$ cat src/hdl/cpm_pkg.sv
// Package: constants and types for the programmer model register set
// Behaviour
// - Eight-bit accumulator holds operands and results
// - Eight-bit index register forms indexed address
// - Sixteen-bit counter holds next fetch address
// - Reset or reset-stack loads pointer to 0FF
// - Decrement after push, increment before pull
// - Stack address is 0000000011 plus six bits
// - Sixty-four locations, silent wrap overwrites data
// - Call pushes two bytes, interrupt five
// - Five flag bits, each readable by software
// - Half-carry from bit three on add
// - Mask flag blocks all four maskable sources
// - Masked request held pending until unmasked
// - Negative flag follows sign of result
// - Zero flag set when result is zero
// - Carry flag tracks ALU carry or borrow
// - Carry also updated by bit-test and shifts
// - Interrupt entry stacks registers then sets mask
package cpm_pkg;
	// ------------------------------------------------------------
	// Reset values and field positions
	// ------------------------------------------------------------
	localparam logic [7:0]  CPM_ACC_RST   = 8'h00;
	localparam logic [7:0]  CPM_IDX_RST   = 8'h00;
	localparam logic [15:0] CPM_PC_RST    = 16'h0000;
	localparam logic [5:0]  CPM_SP_RST    = 6'h3f;
	localparam logic [9:0]  CPM_SP_HIGH   = 10'h003;
	localparam logic [4:0]  CPM_CCR_RST   = 5'h08;
	localparam int          CPM_CCR_C     = 0;
	localparam int          CPM_CCR_Z     = 1;
	localparam int          CPM_CCR_N     = 2;
	localparam int          CPM_CCR_I     = 3;
	localparam int          CPM_CCR_H     = 4;
	localparam logic [2:0]  CPM_CALL_LEN  = 3'h2;
	localparam logic [2:0]  CPM_INT_LEN   = 3'h5;
	localparam int          CPM_NSRC      = 4;

	// APB map
	localparam logic [7:0]  CPM_A_ACC     = 8'h00;
	localparam logic [7:0]  CPM_A_IDX     = 8'h04;
	localparam logic [7:0]  CPM_A_PC      = 8'h08;
	localparam logic [7:0]  CPM_A_SP      = 8'h0c;
	localparam logic [7:0]  CPM_A_CCR     = 8'h10;
	localparam logic [7:0]  CPM_A_STAT    = 8'h14;

	typedef enum logic [3:0] {
		CPM_OP_NONE,
		CPM_OP_LOAD,
		CPM_OP_ADD,
		CPM_OP_ADC,
		CPM_OP_SUB,
		CPM_OP_LOGIC,
		CPM_OP_SHIFT,
		CPM_OP_BTST,
		CPM_OP_CALL,
		CPM_OP_RET,
		CPM_OP_INT,
		CPM_OP_RTI,
		CPM_OP_RSP,
		CPM_OP_CLI,
		CPM_OP_SEI
	} cpm_op_t;
endpackage

$ cat src/hdl/cpm_stack_if.sv
// Interface: stack sequencer link between register file and engine
`timescale 1ns/1ps
interface cpm_stack_if;
	logic       start_push;
	logic       start_pull;
	logic [2:0] length;
	logic       busy;
	logic       push;
	logic       pull;
	logic [2:0] step;
	modport ctrl (output start_push, start_pull, length,
		input busy, push, pull, step);
	modport seq  (input start_push, start_pull, length,
		output busy, push, pull, step);
endinterface

$ cat src/hdl/cpm_regs.sv
// Programmer model register set with APB access and stack engine
//
// The implementer's own choices: the register addresses and register access over APB.
`timescale 1ns/1ps
module cpm_regs (
	input  wire logic                  pclk,
	input  wire logic                  presetn,
	input  wire logic                  psel,
	input  wire logic                  penable,
	input  wire logic                  pwrite,
	input  wire logic [7:0]            paddr,
	input  wire logic [31:0]           pwdata,
	output logic      [31:0]           prdata,
	output logic                       pready,
	output logic                       pslverr,
	input  wire logic                  op_valid,
	input  wire cpm_pkg::cpm_op_t      op_code,
	input  wire logic [7:0]            op_a,
	input  wire logic [7:0]            op_b,
	input  wire logic                  op_to_idx,
	input  wire logic                  op_cout,
	input  wire logic                  pc_inc,
	input  wire logic                  pc_load,
	input  wire logic [15:0]           pc_value,
	input  wire logic [7:0]            stack_rdata,
	input  wire logic [cpm_pkg::CPM_NSRC-1:0] irq_pin,
	output logic                       op_ready,
	output logic      [7:0]            accumulator,
	output logic      [7:0]            index_reg,
	output logic      [15:0]           program_counter,
	output logic      [5:0]            stack_pointer,
	output logic      [4:0]            condition_flags_reg,
	output logic      [15:0]           stack_addr,
	output logic      [7:0]            stack_wdata,
	output logic                       stack_we,
	output logic                       stack_re,
	output logic      [cpm_pkg::CPM_NSRC-1:0] irq_take
);
	// ------------------------------------------------------------
	// Synchronised requests and pending latch
	// ------------------------------------------------------------
	logic [cpm_pkg::CPM_NSRC-1:0] irq_s1;
	logic [cpm_pkg::CPM_NSRC-1:0] irq_s2;
	logic [cpm_pkg::CPM_NSRC-1:0] irq_pend;
	logic [cpm_pkg::CPM_NSRC-1:0] irq_grant;
	logic [cpm_pkg::CPM_NSRC-1:0] next_take;
	logic                         mask_i;
	logic                         int_start;
	logic                         apb_wr;
	logic                         apb_rd;
	logic                         hit;
	logic [31:0]                  rd_mux;

	cpm_stack_if sif ();
	cpm_stack_seq u_seq (
		.pclk    (pclk),
		.presetn (presetn),
		.sif     (sif)
	);

	assign mask_i = condition_flags_reg[cpm_pkg::CPM_CCR_I];

	// Fixed priority: lowest index wins, others stay pending
	genvar g;
	generate
		for (g = 0; g < cpm_pkg::CPM_NSRC; g++) begin : g_irq
			always_ff @(posedge pclk or negedge presetn) begin
				if (!presetn) begin
					irq_s1[g]   <= 1'b0;
					irq_s2[g]   <= 1'b0;
					irq_pend[g] <= 1'b0;
				end else begin
					irq_s1[g] <= irq_pin[g];
					irq_s2[g] <= irq_s1[g];
					// Set wins over the grant that clears it
					irq_pend[g] <= irq_s2[g] |
						(irq_pend[g] & ~irq_grant[g]);
				end
			end
			if (g == 0) begin : g_first
				assign irq_grant[g] = int_start & irq_pend[g];
			end else begin : g_rest
				assign irq_grant[g] = int_start & irq_pend[g] &
					~(|irq_pend[g-1:0]);
			end
		end
	endgenerate

	// Interrupts start only between ops and while unmasked
	assign int_start = (|irq_pend) && !mask_i && !sif.busy &&
		!op_valid;
	assign next_take = irq_grant;

	// ------------------------------------------------------------
	// ALU flag derivation
	// ------------------------------------------------------------
	logic [8:0] add_sum;
	logic [4:0] half_sum;
	logic [8:0] sub_diff;
	logic       cin;
	logic [7:0] result;
	logic       is_add;
	logic       next_c;
	logic       upd_c;
	logic       upd_nz;
	logic       op_go;

	assign cin      = (op_code == cpm_pkg::CPM_OP_ADC) &&
		condition_flags_reg[cpm_pkg::CPM_CCR_C];
	assign add_sum  = {1'b0, op_a} + {1'b0, op_b} + {8'h00, cin};
	assign half_sum = {1'b0, op_a[3:0]} + {1'b0, op_b[3:0]} +
		{4'h0, cin};
	assign sub_diff = {1'b0, op_a} - {1'b0, op_b};
	assign is_add   = (op_code == cpm_pkg::CPM_OP_ADD) ||
		(op_code == cpm_pkg::CPM_OP_ADC);
	assign result   = is_add ? add_sum[7:0] :
		(op_code == cpm_pkg::CPM_OP_SUB) ? sub_diff[7:0] : op_a;
	assign next_c   = is_add ? add_sum[8] :
		(op_code == cpm_pkg::CPM_OP_SUB) ? sub_diff[8] : op_cout;
	assign upd_c    = is_add || (op_code == cpm_pkg::CPM_OP_SUB) ||
		(op_code == cpm_pkg::CPM_OP_SHIFT) ||
		(op_code == cpm_pkg::CPM_OP_BTST);
	assign upd_nz   = is_add || (op_code == cpm_pkg::CPM_OP_SUB) ||
		(op_code == cpm_pkg::CPM_OP_SHIFT) ||
		(op_code == cpm_pkg::CPM_OP_LOGIC) ||
		(op_code == cpm_pkg::CPM_OP_LOAD);
	assign op_go    = op_valid && !sif.busy;

	// ------------------------------------------------------------
	// Stack engine control
	// ------------------------------------------------------------
	logic       in_int;
	logic       push_now;
	logic       pull_now;
	logic [5:0] sp_pull;
	logic [7:0] push_byte;
	logic [2:0] idx;

	assign sif.start_push = int_start || (op_go &&
		op_code == cpm_pkg::CPM_OP_CALL);
	assign sif.start_pull = op_go && (op_code == cpm_pkg::CPM_OP_RET ||
		op_code == cpm_pkg::CPM_OP_RTI);
	assign sif.length = (int_start || op_code == cpm_pkg::CPM_OP_RTI) ?
		cpm_pkg::CPM_INT_LEN : cpm_pkg::CPM_CALL_LEN;
	assign push_now = sif.push;
	assign pull_now = sif.pull;
	assign sp_pull  = stack_pointer + 6'h1;
	// Pull order mirrors push: flags first on return from interrupt
	assign idx = pull_now ? (in_int ? 3'h4 - sif.step :
		3'h1 - sif.step) : sif.step;

	always_comb begin
		case (idx)
			3'h0:    push_byte = program_counter[7:0];
			3'h1:    push_byte = program_counter[15:8];
			3'h2:    push_byte = index_reg;
			3'h3:    push_byte = accumulator;
			3'h4:    push_byte = {3'h0, condition_flags_reg};
			default: push_byte = 8'h00;
		endcase
	end

	// ------------------------------------------------------------
	// Register update
	// ------------------------------------------------------------
	logic [5:0] sp_addr;
	assign sp_addr = pull_now ? sp_pull : stack_pointer;

	always_ff @(posedge pclk or negedge presetn) begin
		if (!presetn) begin
			accumulator         <= cpm_pkg::CPM_ACC_RST;
			index_reg           <= cpm_pkg::CPM_IDX_RST;
			program_counter     <= cpm_pkg::CPM_PC_RST;
			stack_pointer       <= cpm_pkg::CPM_SP_RST;
			condition_flags_reg <= cpm_pkg::CPM_CCR_RST;
			in_int              <= 1'b0;
			irq_take            <= '0;
			op_ready            <= 1'b0;
			stack_addr          <= 16'h0000;
			stack_wdata         <= 8'h00;
			stack_we            <= 1'b0;
			stack_re            <= 1'b0;
		end else begin
			irq_take    <= next_take;
			op_ready    <= op_go;
			stack_we    <= push_now;
			stack_re    <= pull_now;
			stack_wdata <= push_byte;
			stack_addr  <= {cpm_pkg::CPM_SP_HIGH, sp_addr};
			if (sif.start_push || sif.start_pull) begin
				in_int <= int_start ||
					(op_code == cpm_pkg::CPM_OP_RTI);
			end
			if (push_now) begin
				// Six-bit wrap overwrites old data silently
				stack_pointer <= stack_pointer - 6'h1;
				if (in_int && sif.step == 3'h4) begin
					condition_flags_reg[cpm_pkg::CPM_CCR_I] <= 1'b1;
				end
			end else if (pull_now) begin
				stack_pointer <= sp_pull;
				case (idx)
					3'h0:    program_counter[7:0]  <= stack_rdata;
					3'h1:    program_counter[15:8] <= stack_rdata;
					3'h2:    index_reg             <= stack_rdata;
					3'h3:    accumulator           <= stack_rdata;
					3'h4:    condition_flags_reg   <= stack_rdata[4:0];
					default: ;
				endcase
			end else if (op_go) begin
				case (op_code)
					cpm_pkg::CPM_OP_RSP:
						stack_pointer <= cpm_pkg::CPM_SP_RST;
					cpm_pkg::CPM_OP_CLI:
						condition_flags_reg[cpm_pkg::CPM_CCR_I] <= 1'b0;
					cpm_pkg::CPM_OP_SEI:
						condition_flags_reg[cpm_pkg::CPM_CCR_I] <= 1'b1;
					default: ;
				endcase
				if (upd_nz) begin
					if (op_to_idx) begin
						index_reg <= result;
					end else begin
						accumulator <= result;
					end
					condition_flags_reg[cpm_pkg::CPM_CCR_N] <= result[7];
					condition_flags_reg[cpm_pkg::CPM_CCR_Z] <=
						(result == 8'h00);
				end
				if (upd_c) begin
					condition_flags_reg[cpm_pkg::CPM_CCR_C] <= next_c;
				end
				if (is_add) begin
					condition_flags_reg[cpm_pkg::CPM_CCR_H] <= half_sum[4];
				end
			end else if (apb_wr) begin
				case (paddr)
					cpm_pkg::CPM_A_ACC: accumulator <= pwdata[7:0];
					cpm_pkg::CPM_A_IDX: index_reg <= pwdata[7:0];
					cpm_pkg::CPM_A_PC:  program_counter <= pwdata[15:0];
					cpm_pkg::CPM_A_SP:  stack_pointer <= pwdata[5:0];
					cpm_pkg::CPM_A_CCR:
						condition_flags_reg <= pwdata[4:0];
					default: ;
				endcase
			end
			// Fetch address loads or advances, held during stack push and pull steps
			if (!pull_now && !push_now) begin
				if (pc_load) begin
					program_counter <= pc_value;
				end else if (pc_inc) begin
					program_counter <= program_counter + 16'h0001;
				end
			end
		end
	end

	// ------------------------------------------------------------
	// APB slave, one wait state for registered read data
	// ------------------------------------------------------------
	assign hit = (paddr == cpm_pkg::CPM_A_ACC) ||
		(paddr == cpm_pkg::CPM_A_IDX) || (paddr == cpm_pkg::CPM_A_PC) ||
		(paddr == cpm_pkg::CPM_A_SP) || (paddr == cpm_pkg::CPM_A_CCR) ||
		(paddr == cpm_pkg::CPM_A_STAT);
	// Core activity has priority; a write waits until the core is idle
	assign apb_wr = psel && penable && pwrite && !pready && hit &&
		!op_go && !push_now && !pull_now;
	assign apb_rd = psel && penable && !pready;
	assign rd_mux =
		(paddr == cpm_pkg::CPM_A_ACC) ? {24'h0, accumulator} :
		(paddr == cpm_pkg::CPM_A_IDX) ? {24'h0, index_reg} :
		(paddr == cpm_pkg::CPM_A_PC)  ? {16'h0, program_counter} :
		(paddr == cpm_pkg::CPM_A_SP)  ? {26'h0, stack_pointer} :
		(paddr == cpm_pkg::CPM_A_CCR) ? {27'h0, condition_flags_reg} :
		(paddr == cpm_pkg::CPM_A_STAT) ?
			{26'h0, sif.busy, in_int, irq_pend} : 32'h0;

	always_ff @(posedge pclk or negedge presetn) begin
		if (!presetn) begin
			pready  <= 1'b0;
			pslverr <= 1'b0;
			prdata  <= 32'h0;
		end else begin
			pready  <= (apb_rd && (!pwrite || !hit)) || apb_wr;
			pslverr <= apb_rd && !hit;
			prdata  <= (apb_rd && !pwrite) ? rd_mux : 32'h0;
		end
	end
endmodule

$ cat src/hdl/cpm_stack_seq.sv
// Stack sequencer: steps through multi-byte push and pull bursts
`timescale 1ns/1ps
module cpm_stack_seq (
	input  wire logic pclk,
	input  wire logic presetn,
	cpm_stack_if.seq  sif
);
	logic [2:0] left;
	logic       dir_pull;
	logic [2:0] step;

	assign sif.busy = (left != 3'h0);
	assign sif.push = sif.busy && !dir_pull;
	assign sif.pull = sif.busy && dir_pull;
	assign sif.step = step;

	always_ff @(posedge pclk or negedge presetn) begin
		if (!presetn) begin
			left     <= 3'h0;
			dir_pull <= 1'b0;
			step     <= 3'h0;
		end else if (sif.busy) begin
			left <= left - 3'h1;
			step <= step + 3'h1;
		end else if (sif.start_push || sif.start_pull) begin
			left     <= sif.length;
			dir_pull <= sif.start_pull;
			step     <= 3'h0;
		end
	end
endmodule

$ cat config.mk
export PLATFORM = sky130hd
export DESIGN_NAME = cpm_regs
export DESIGN_NICKNAME = d
export VERILOG_FILES = /design/src/hdl/cpm_pkg.sv /design/src/hdl/cpm_stack_if.sv /design/src/hdl/cpm_regs.sv /design/src/hdl/cpm_stack_seq.sv
export SDC_FILE = /design/constraint.sdc
export NUM_CORES = 1
export LEC_CHECK = 0
export BUFFER_PORTS_ARGS = -buffer_cell sky130_fd_sc_hd__buf_2
export CAP_MARGIN = 15
export CORE_MARGIN = 1.5
export CORE_UTILIZATION = 30
export DETAILED_ROUTE_END_ITERATION = 10
export PLACE_DENSITY = 0.5
export SYNTH_ARGS = -nofsm -noshare
export SYNTH_HDL_FRONTEND = slang
export SYNTH_SLANG_ARGS = --single-unit
$ cat constraint.sdc
create_clock -name pclk -period 7.81 [get_ports pclk]
set_input_delay 0.781 -clock pclk [delete_from_list [all_inputs] [get_ports pclk]]
set_output_delay 0.781 -clock pclk [all_outputs]
set_load 0.05 [all_outputs]
# [Yosys cells after proc, flatten, opt, wreduce, memory -nomap -nowiden]
# Index checks and enable logic that the tools add are counted.
[word_totals] register_bits=103 latch_bits=0 ram_bits=0 rom_bits=0 inputBits=98 output_inout_bits=108 memories=0
[op_classes] n_addsub=12 mul=0 div_mod_pow=0 order_cmp=0 n_eq_ne=35 shifts=0 n_mux=61 bitwise_logic=24 n_reduce_logical=72
[ops] cell="16-bit 2-to-1 mux" n=12
[ops] cell="8-bit 2-to-1 mux" n=18
[ops] cell="6-bit 2-to-1 mux" n=10
[ops] cell="8-bit one-hot mux with 5 select lines" n=1
[ops] cell="5-bit 2-to-1 mux" n=5
[ops] cell="4-bit == test, second input constant" n=6
[ops] cell="1-bit logical AND" n=22
[ops] cell="3-bit 2-to-1 mux" n=7
[ops] cell="5-bit AND reduction" n=4
[ops] cell="3-bit by 2-bit != test with 1-bit output, second input constant" n=6
[ops] cell="1-bit logical OR" n=17
[ops] cell="16-bit by 1-bit adder with 16-bit output, second input constant" n=1
[ops] cell="4-bit by 3-bit == test with 1-bit output, second input constant" n=4
[ops] cell="8-bit by 4-bit == test with 1-bit output, second input constant" n=2
[ops] cell="8-bit by 5-bit == test with 1-bit output, second input constant" n=2
[ops] cell="8-bit zero test" n=2
[ops] cell="3-bit nonzero test" n=5
[ops] cell="6-bit AND reduction" n=2
[ops] cell="4-bit nonzero test" n=3
[ops] cell="1-bit AND" n=11
[ops] cell="1-bit zero test" n=10
[ops] cell="8-bit by 8-bit adder with 9-bit output" n=1
[ops] cell="9-bit by 1-bit adder with 9-bit output" n=1
[ops] cell="1-bit NOT" n=9
[ops] cell="other kinds (29)" n=43

# [Logic depth before layout (Yosys ltp)]
[depth] depth_word=17 depth_mapped=13

# [By module]
# From an unflattened synthesis, not the netlist that was laid out.
[unflattened] hier_cells=843 hier_area_um2=7349.5
[modules_own_cells] mod="cpm_regs" n_inst=1 cells_each=807 area_each_um2=6944.2 seq_area_each_um2=2411.1
[modules_own_cells] mod="cpm_stack_seq" n_inst=1 cells_each=36 area_each_um2=405.4 seq_area_each_um2=175.2

# [Worst setup path after synthesis]
# OpenSTA, ideal clock, no wires.
[synth_timing] path_type="input to register" startpoint="input port op_code[3]" endpoint="register accumulator[6]" t_arrival_ns=3.479 required_time_ns=7.685 path_slack_ns=4.206 stages=13 n_path_buf=2 path_cell_list="clkbuf_1 -> nor3b_1 -> clkbuf_1 -> and3_1 -> fa_1 -> inv_1 -> fa_1 -> o21bai_1 -> a221oi_1 -> o21a_1 -> a211oi_1 -> o31ai_1 -> mux2_2"
[synth_via] elab_chain_len=8 elab_cells_between_ends=21 classes_between="add/sub: 1; eq/ne: 7; mux: 6; reduce/logical: 7"
[synth_lines] item="start: declaration" line="cpm_regs.sv:17" text="input wire cpm_pkg::cpm_op_t op_code,"
[synth_lines] item="4-bit by 2-bit == test with 1-bit output, on equally long branches" line="cpm_regs.sv:108, cpm_regs.sv:115, cpm_regs.sv:114"
[synth_lines] item="1-bit logical AND or 1-bit logical OR (tied branches)" line="cpm_regs.sv:108, cpm_regs.sv:114"
[synth_lines] item="9-bit by 1-bit adder with 9-bit output or 1-bit logical OR (tied branches)" line="cpm_regs.sv:110, cpm_regs.sv:123"
[synth_lines] item="8-bit 2-to-1 mux or 1-bit logical OR (tied branches)" line="cpm_regs.sv:116, cpm_regs.sv:123"
[synth_lines] item="8-bit 2-to-1 mux or 1-bit logical OR (tied branches)" line="cpm_regs.sv:221, cpm_regs.sv:124"
[synth_lines] item="8-bit 2-to-1 mux or 1-bit logical OR (tied branches)" line="cpm_regs.sv:220, cpm_regs.sv:125"
[synth_lines] item="8-bit 2-to-1 mux or 3-bit by 2-bit != test with 1-bit output (tied branches)"
[synth_lines] item="8-bit 2-to-1 mux or 6-bit AND reduction (tied branches)"
[synth_lines] item="end signal: assignment" line="cpm_regs.sv:206" text="3'h3: accumulator <= stack_rdata;"
[synth_lines] item="end signal: assignment" line="cpm_regs.sv:224" text="accumulator <= result;"
[synth_lines] item="end signal: assignment" line="cpm_regs.sv:238" text="cpm_pkg::CPM_A_ACC: accumulator <= pwdata[7:0];"
[synth_lines] item="end: declaration" line="cpm_regs.sv:28" text="output logic [7:0] accumulator,"
# Several ways; a longest one is shown, not always the timed one. The select of a mux whose other input is x is not followed.
# A chain may end at the register's enable or synchronous reset.

# [Final worst setup path]
[layout_timing] startpoint="register u_seq.left[0]" endpoint="register program_counter[12]"
[layout_via] elab_chain_len=14 elab_cells_between_ends=22 classes_between="eq/ne: 1; mux: 9; reduce/logical: 12"
[layout_lines] item="start: declaration" line="cpm_stack_seq.sv:8" text="logic [2:0] left;"
[layout_lines] item="start signal: assignment" line="cpm_stack_seq.sv:23" text="left <= left - 3'h1;"
[layout_lines] item="start signal: assignment" line="cpm_stack_seq.sv:26" text="left <= sif.length;"
[layout_lines] item="3-bit nonzero test *" line="cpm_stack_seq.sv:12" text="assign sif.busy = (left != 3'h0);"
[layout_lines] item="1-bit zero test" line="cpm_regs.sv:127" text="assign op_go = op_valid && !sif.busy;"
[layout_lines] item="1-bit logical AND" line="cpm_regs.sv:127"
[layout_lines] item="1-bit zero test" line="cpm_regs.sv:267" text="!op_go && !push_now && !pull_now;"
[layout_lines] item="1-bit logical AND" line="cpm_regs.sv:266" text="assign apb_wr = psel && penable && pwrite && !pready && hit &&"
[layout_lines] item="1-bit logical AND (2 in series)" line="cpm_regs.sv:267"
[layout_lines] item="16-bit 2-to-1 mux" line="cpm_regs.sv:236" text="end else if (apb_wr) begin"
[layout_lines] item="16-bit 2-to-1 mux" line="cpm_regs.sv:210" text="end else if (op_go) begin"
[layout_lines] item="16-bit 2-to-1 mux" line="cpm_regs.sv:200" text="end else if (pull_now) begin"
[layout_lines] item="16-bit 2-to-1 mux" line="cpm_regs.sv:194" text="if (push_now) begin"
[layout_lines] item="16-bit 2-to-1 mux" line="cpm_regs.sv:251" text="end else if (pc_inc) begin"
[layout_lines] item="16-bit 2-to-1 mux" line="cpm_regs.sv:249" text="if (pc_load) begin"
[layout_lines] item="16-bit 2-to-1 mux *" line="cpm_regs.sv:248" text="if (!pull_now && !push_now) begin"
[layout_lines] item="end signal: assignment" line="cpm_regs.sv:204" text="3'h1: program_counter[15:8] <= stack_rdata;"
[layout_lines] item="end signal: assignment" line="cpm_regs.sv:250" text="program_counter <= pc_value;"
[layout_lines] item="end signal: assignment" line="cpm_regs.sv:252" text="program_counter <= program_counter + 16'h0001;"
[layout_lines] item="end: declaration" line="cpm_regs.sv:30" text="output logic [15:0] program_counter,"
# Mark *: on every way between the ends. The rest lies on a longest branch, timed or not.

==> summary.txt <==
STA
  – Final setup viols: 0
  – RSZ-0062 raised after global routing: false
  – Relative slew slack: between 20% and 30%
  – Tcrit/Tclk final: between 50% and 60%
  – Crit path time final: ~4.3 ns
  – Measured slew at the worst slew-check pin: roughly 1.1 ns
  – Setup ws final: roughly 3.6 ns
  – Final Hold Fails: 0
  – Fmax: ~0.23 GHz
  – Pins Over Slew Limit: 0
  – Layout Skew: about 0.011 ns
  – Setup TNS: 0 ns

Power and ir drop
  – PD cells: a little over 400 nW/um^2
  – Overall power: around 3600 uW
  – P_leak: just under 0.004 uW
  – Sequential power share: ~30%
  – Clock share of power: between 10% and 20%
  – Sw power: 1970 uW
  – Power share of the combinational group: 56.9%
  – Int Power: between 1500 and 2000 uW
  – Maximum VDD drop: between 0.15 and 0.2 mV
  – Net switching share of the total power: a little under three fifths

Floorplanning
  – Top Ports: ~200
  – Initial Util: a little under a third
  – Width of the die: roughly 160 um
  – Core area: about 24000 um^2
  – Die H: between 150 and 200 um
  – Floorplan row count: between 50 and 60
  – Die area: approximately 26000 um^2

Yosys
  – Unique cell type count in the Yosys netlist: a little over 80
  – Top FF cell, synth: dfrtp_1
  – Synth top area share: 32.2%
  – Post-synth EDFFs: 0
  – Seq cells post-synth: about 100
  – Syn. warnings: 0
  – Netlist Area Pre-Place: 7470 um^2
  – Register area share after synthesis: around a third
  – Largest cells by area after synthesis: dfrtp_1, ha_1, a21oi_1
  – Synth area leader: dfrtp_1
  – Post-Syn Instances: ~860
  – Post-synth top cells: dfrtp_1, nand2_1, nor2_1
  – Synth Area per Inst: roughly 8.7 um^2
  – Asr flop ratio synth: 100%
  – Most numerous cell in the Yosys netlist: dfrtp_1

Global routing
  – Vias in the first global route: between 6000 and 7000
  – Global-route wire length before repair: between 40000 and 50000 um
  – Total Routing Usage GR: 20.9%
  – Largest net degree at the start of global routing: 70
  – Initial antenna violation count: 0
  – GR Overflow Total: 0

Clocking
  – Clock Root Buffer: clkbuf_16
  – Post-CTS Setup Inserts: 0
  – H-tree Lvls: 3
  – Cts repair resizes: 0
  – Clock-pin slew on the worst setup and hold paths: 0.08 ns
  – CTS max path bufs: 2
  – Total CTS buffers: 9
  – CTS tree: done
  – CTS sink count: a little over 100
  – Worst-Skew Late Latency: 0.37 ns
  – Hold_buf cts: 0

Min path
  – Hold crit path type: flop to flop

Layout
  – Share of cells above drive strength 1: 23.5%
  – NumNets Final: about 1100
  – Regs by FF count: prdata (16), program_counter (16)
  – Antenna cells: 0
  – Area Overhead vs Synth: 17.0%

Critical path
  – Worst Setup EP: program_counter[12]$_DFF_PN0_
  – Cell count of the worst reg-to-reg path: 11
  – Endpoint class of the critical path: flop
  – Worst Path Max Fanout: a little under 50
  – Crit path DAT: about 4.5 ns
  – R2R Path End: program_counter[12]$_DFF_PN0_
  – WS Path Type: flop to flop
  – Launch point of the worst path: u_seq.left[0]$_DFFE_PN0P_
  – Reg2Reg Setup Slack: between 3 and 4 ns
  – R2r startpoint: u_seq.left[0]$_DFFE_PN0P_
  – Startpoint types: flop
  – Required time of the critical path: 8.09 ns

Placement
  – IO Port Bufs: between 150 and 200
  – Gpl congestion: ~0.88
  – DPL Wire Length: around 20000 um
  – Pre-CTS setup slack: 3.61 ns

Route
  – Vias per cell: 5.58
  – Detail Route Antenna Nets: 0
  – Starting DRT DRC Count: roughly 610
  – DRC Markers: 0
  – DR WL/cell: ~21 um
  – Routed Wire Length: between 20000 and 30000 um
  – Drt pass-1 iters: 7
  – Via count: 7346

Run status
  – Status: finished, final reports clean

Flow run
  – Max Cap Viol: 0
critical path: stages (launching register included):
cell and delay, ns:
dfrtp_1 0.39, inv_1 0.08, ha_1 0.23, nand2b_1 0.08, buf_4 0.44, nand2_1 0.50, inv_1 0.72, o211ai_1 0.17
buf_4 0.26, a21oi_1 0.83, o21ai_0 0.23, a211oi_1 0.23
worst min path at each step:
| stage | startpoint | endpoint | slack [ns] | cells past startpoint |
|---|---|---|---|---|
| 6_report | irq_s1[0]$_DFF_PN0_ | irq_s2[0]$_DFF_PN0_ | 0.35 | 0 |
| 5_1_grt | irq_s1[0]$_DFF_PN0_ | irq_s2[0]$_DFF_PN0_ | 0.36 | 0 |
| 4_1_cts | irq_s1[0]$_DFF_PN0_ | irq_s2[0]$_DFF_PN0_ | 0.35 | 0 |
| 3_5_place_dp | irq_s1[0]$_DFF_PN0_ | irq_s2[0]$_DFF_PN0_ | 0.34 | 0 |
| 2_1_floorplan | irq_s1[0]$_DFF_PN0_ | irq_s2[0]$_DFF_PN0_ | 0.33 | 0 |
| 3_3_place_gp | irq_s1[1]$_DFF_PN0_ | irq_s2[1]$_DFF_PN0_ | 0.33 | 0 |
metrics by stage:
step                      hold slack, ns  utilization, %  instances  area, um^2
after detailed placement           0.336            34.7       1301        8450
final                              0.351            35.9       1317        8750
after global placement             0.332            34.7       1301        8450
after global routing               0.360            35.9       1317        8750
after floorplan                    0.331               -        885        7560
after CTS                          0.354            35.9       1317        8750
placed cells by master (no fill, tap or decap), types with 16 or more instances in the layout:
master,instances
buf_2,164
dfrtp_1,96
nand2_1,64
nor2_1,58
a21oi_1,55
o21ai_0,41
inv_1,35
nor3_1,28
mux2i_1,25
conb_1,25
ha_1,23
nand3_1,19
o22ai_1,19
mux2_2,16
power groups by stage:
stage          sequential (uW)  combinational (uW)  clock (uW)
2_1_floorplan             1410                1080           0
3_5_place_dp              1080                2020           0
6_report                  1080                2030         461
3_3_place_gp              1080                2000           0
5_1_grt                   1100                2180         489
4_1_cts                   1070                2020         471
logic make-up (layout without fill, tap and decap cells):
| group | count (synthesis) | after routing | synth area share [%] |
|---|---|---|---|
| simple gates | 286 | 286 | 20.3 |
| mux | 41 | 41 | 5.76 |
| flops | 103 | 103 | 34.6 |
| xor+xnor | 17 | 17 | 1.99 |
| fa+ha+maj | 26 | 26 | 4.66 |
| compound gates | 268 | 268 | 25.2 |
| buf+inv | 119 | 227 | 7.42 |
| other cells | 2 | 25 | 0.101 |
cell type report:
cell class                 instances  area, um^2
fill                            2582       15600
multi-input combinational        663        4430
clock inverter                     7        67.6
tap                              324         405
inverter                          37         139
timing repair buffer             174         896
sequential                       103        2590
clock buffer                       9         225
routing by layer:
metal	GRT usage, %	up-vias	share of wire [%]
met5	0	-	0
met4	8.54	0	2.7
met3	2.71	43	6.3
met2	33.7	323	46
met1	28.3	3543	45
li1	-	3437	-
No activity file was read; power rests on OpenSTA's default activity.
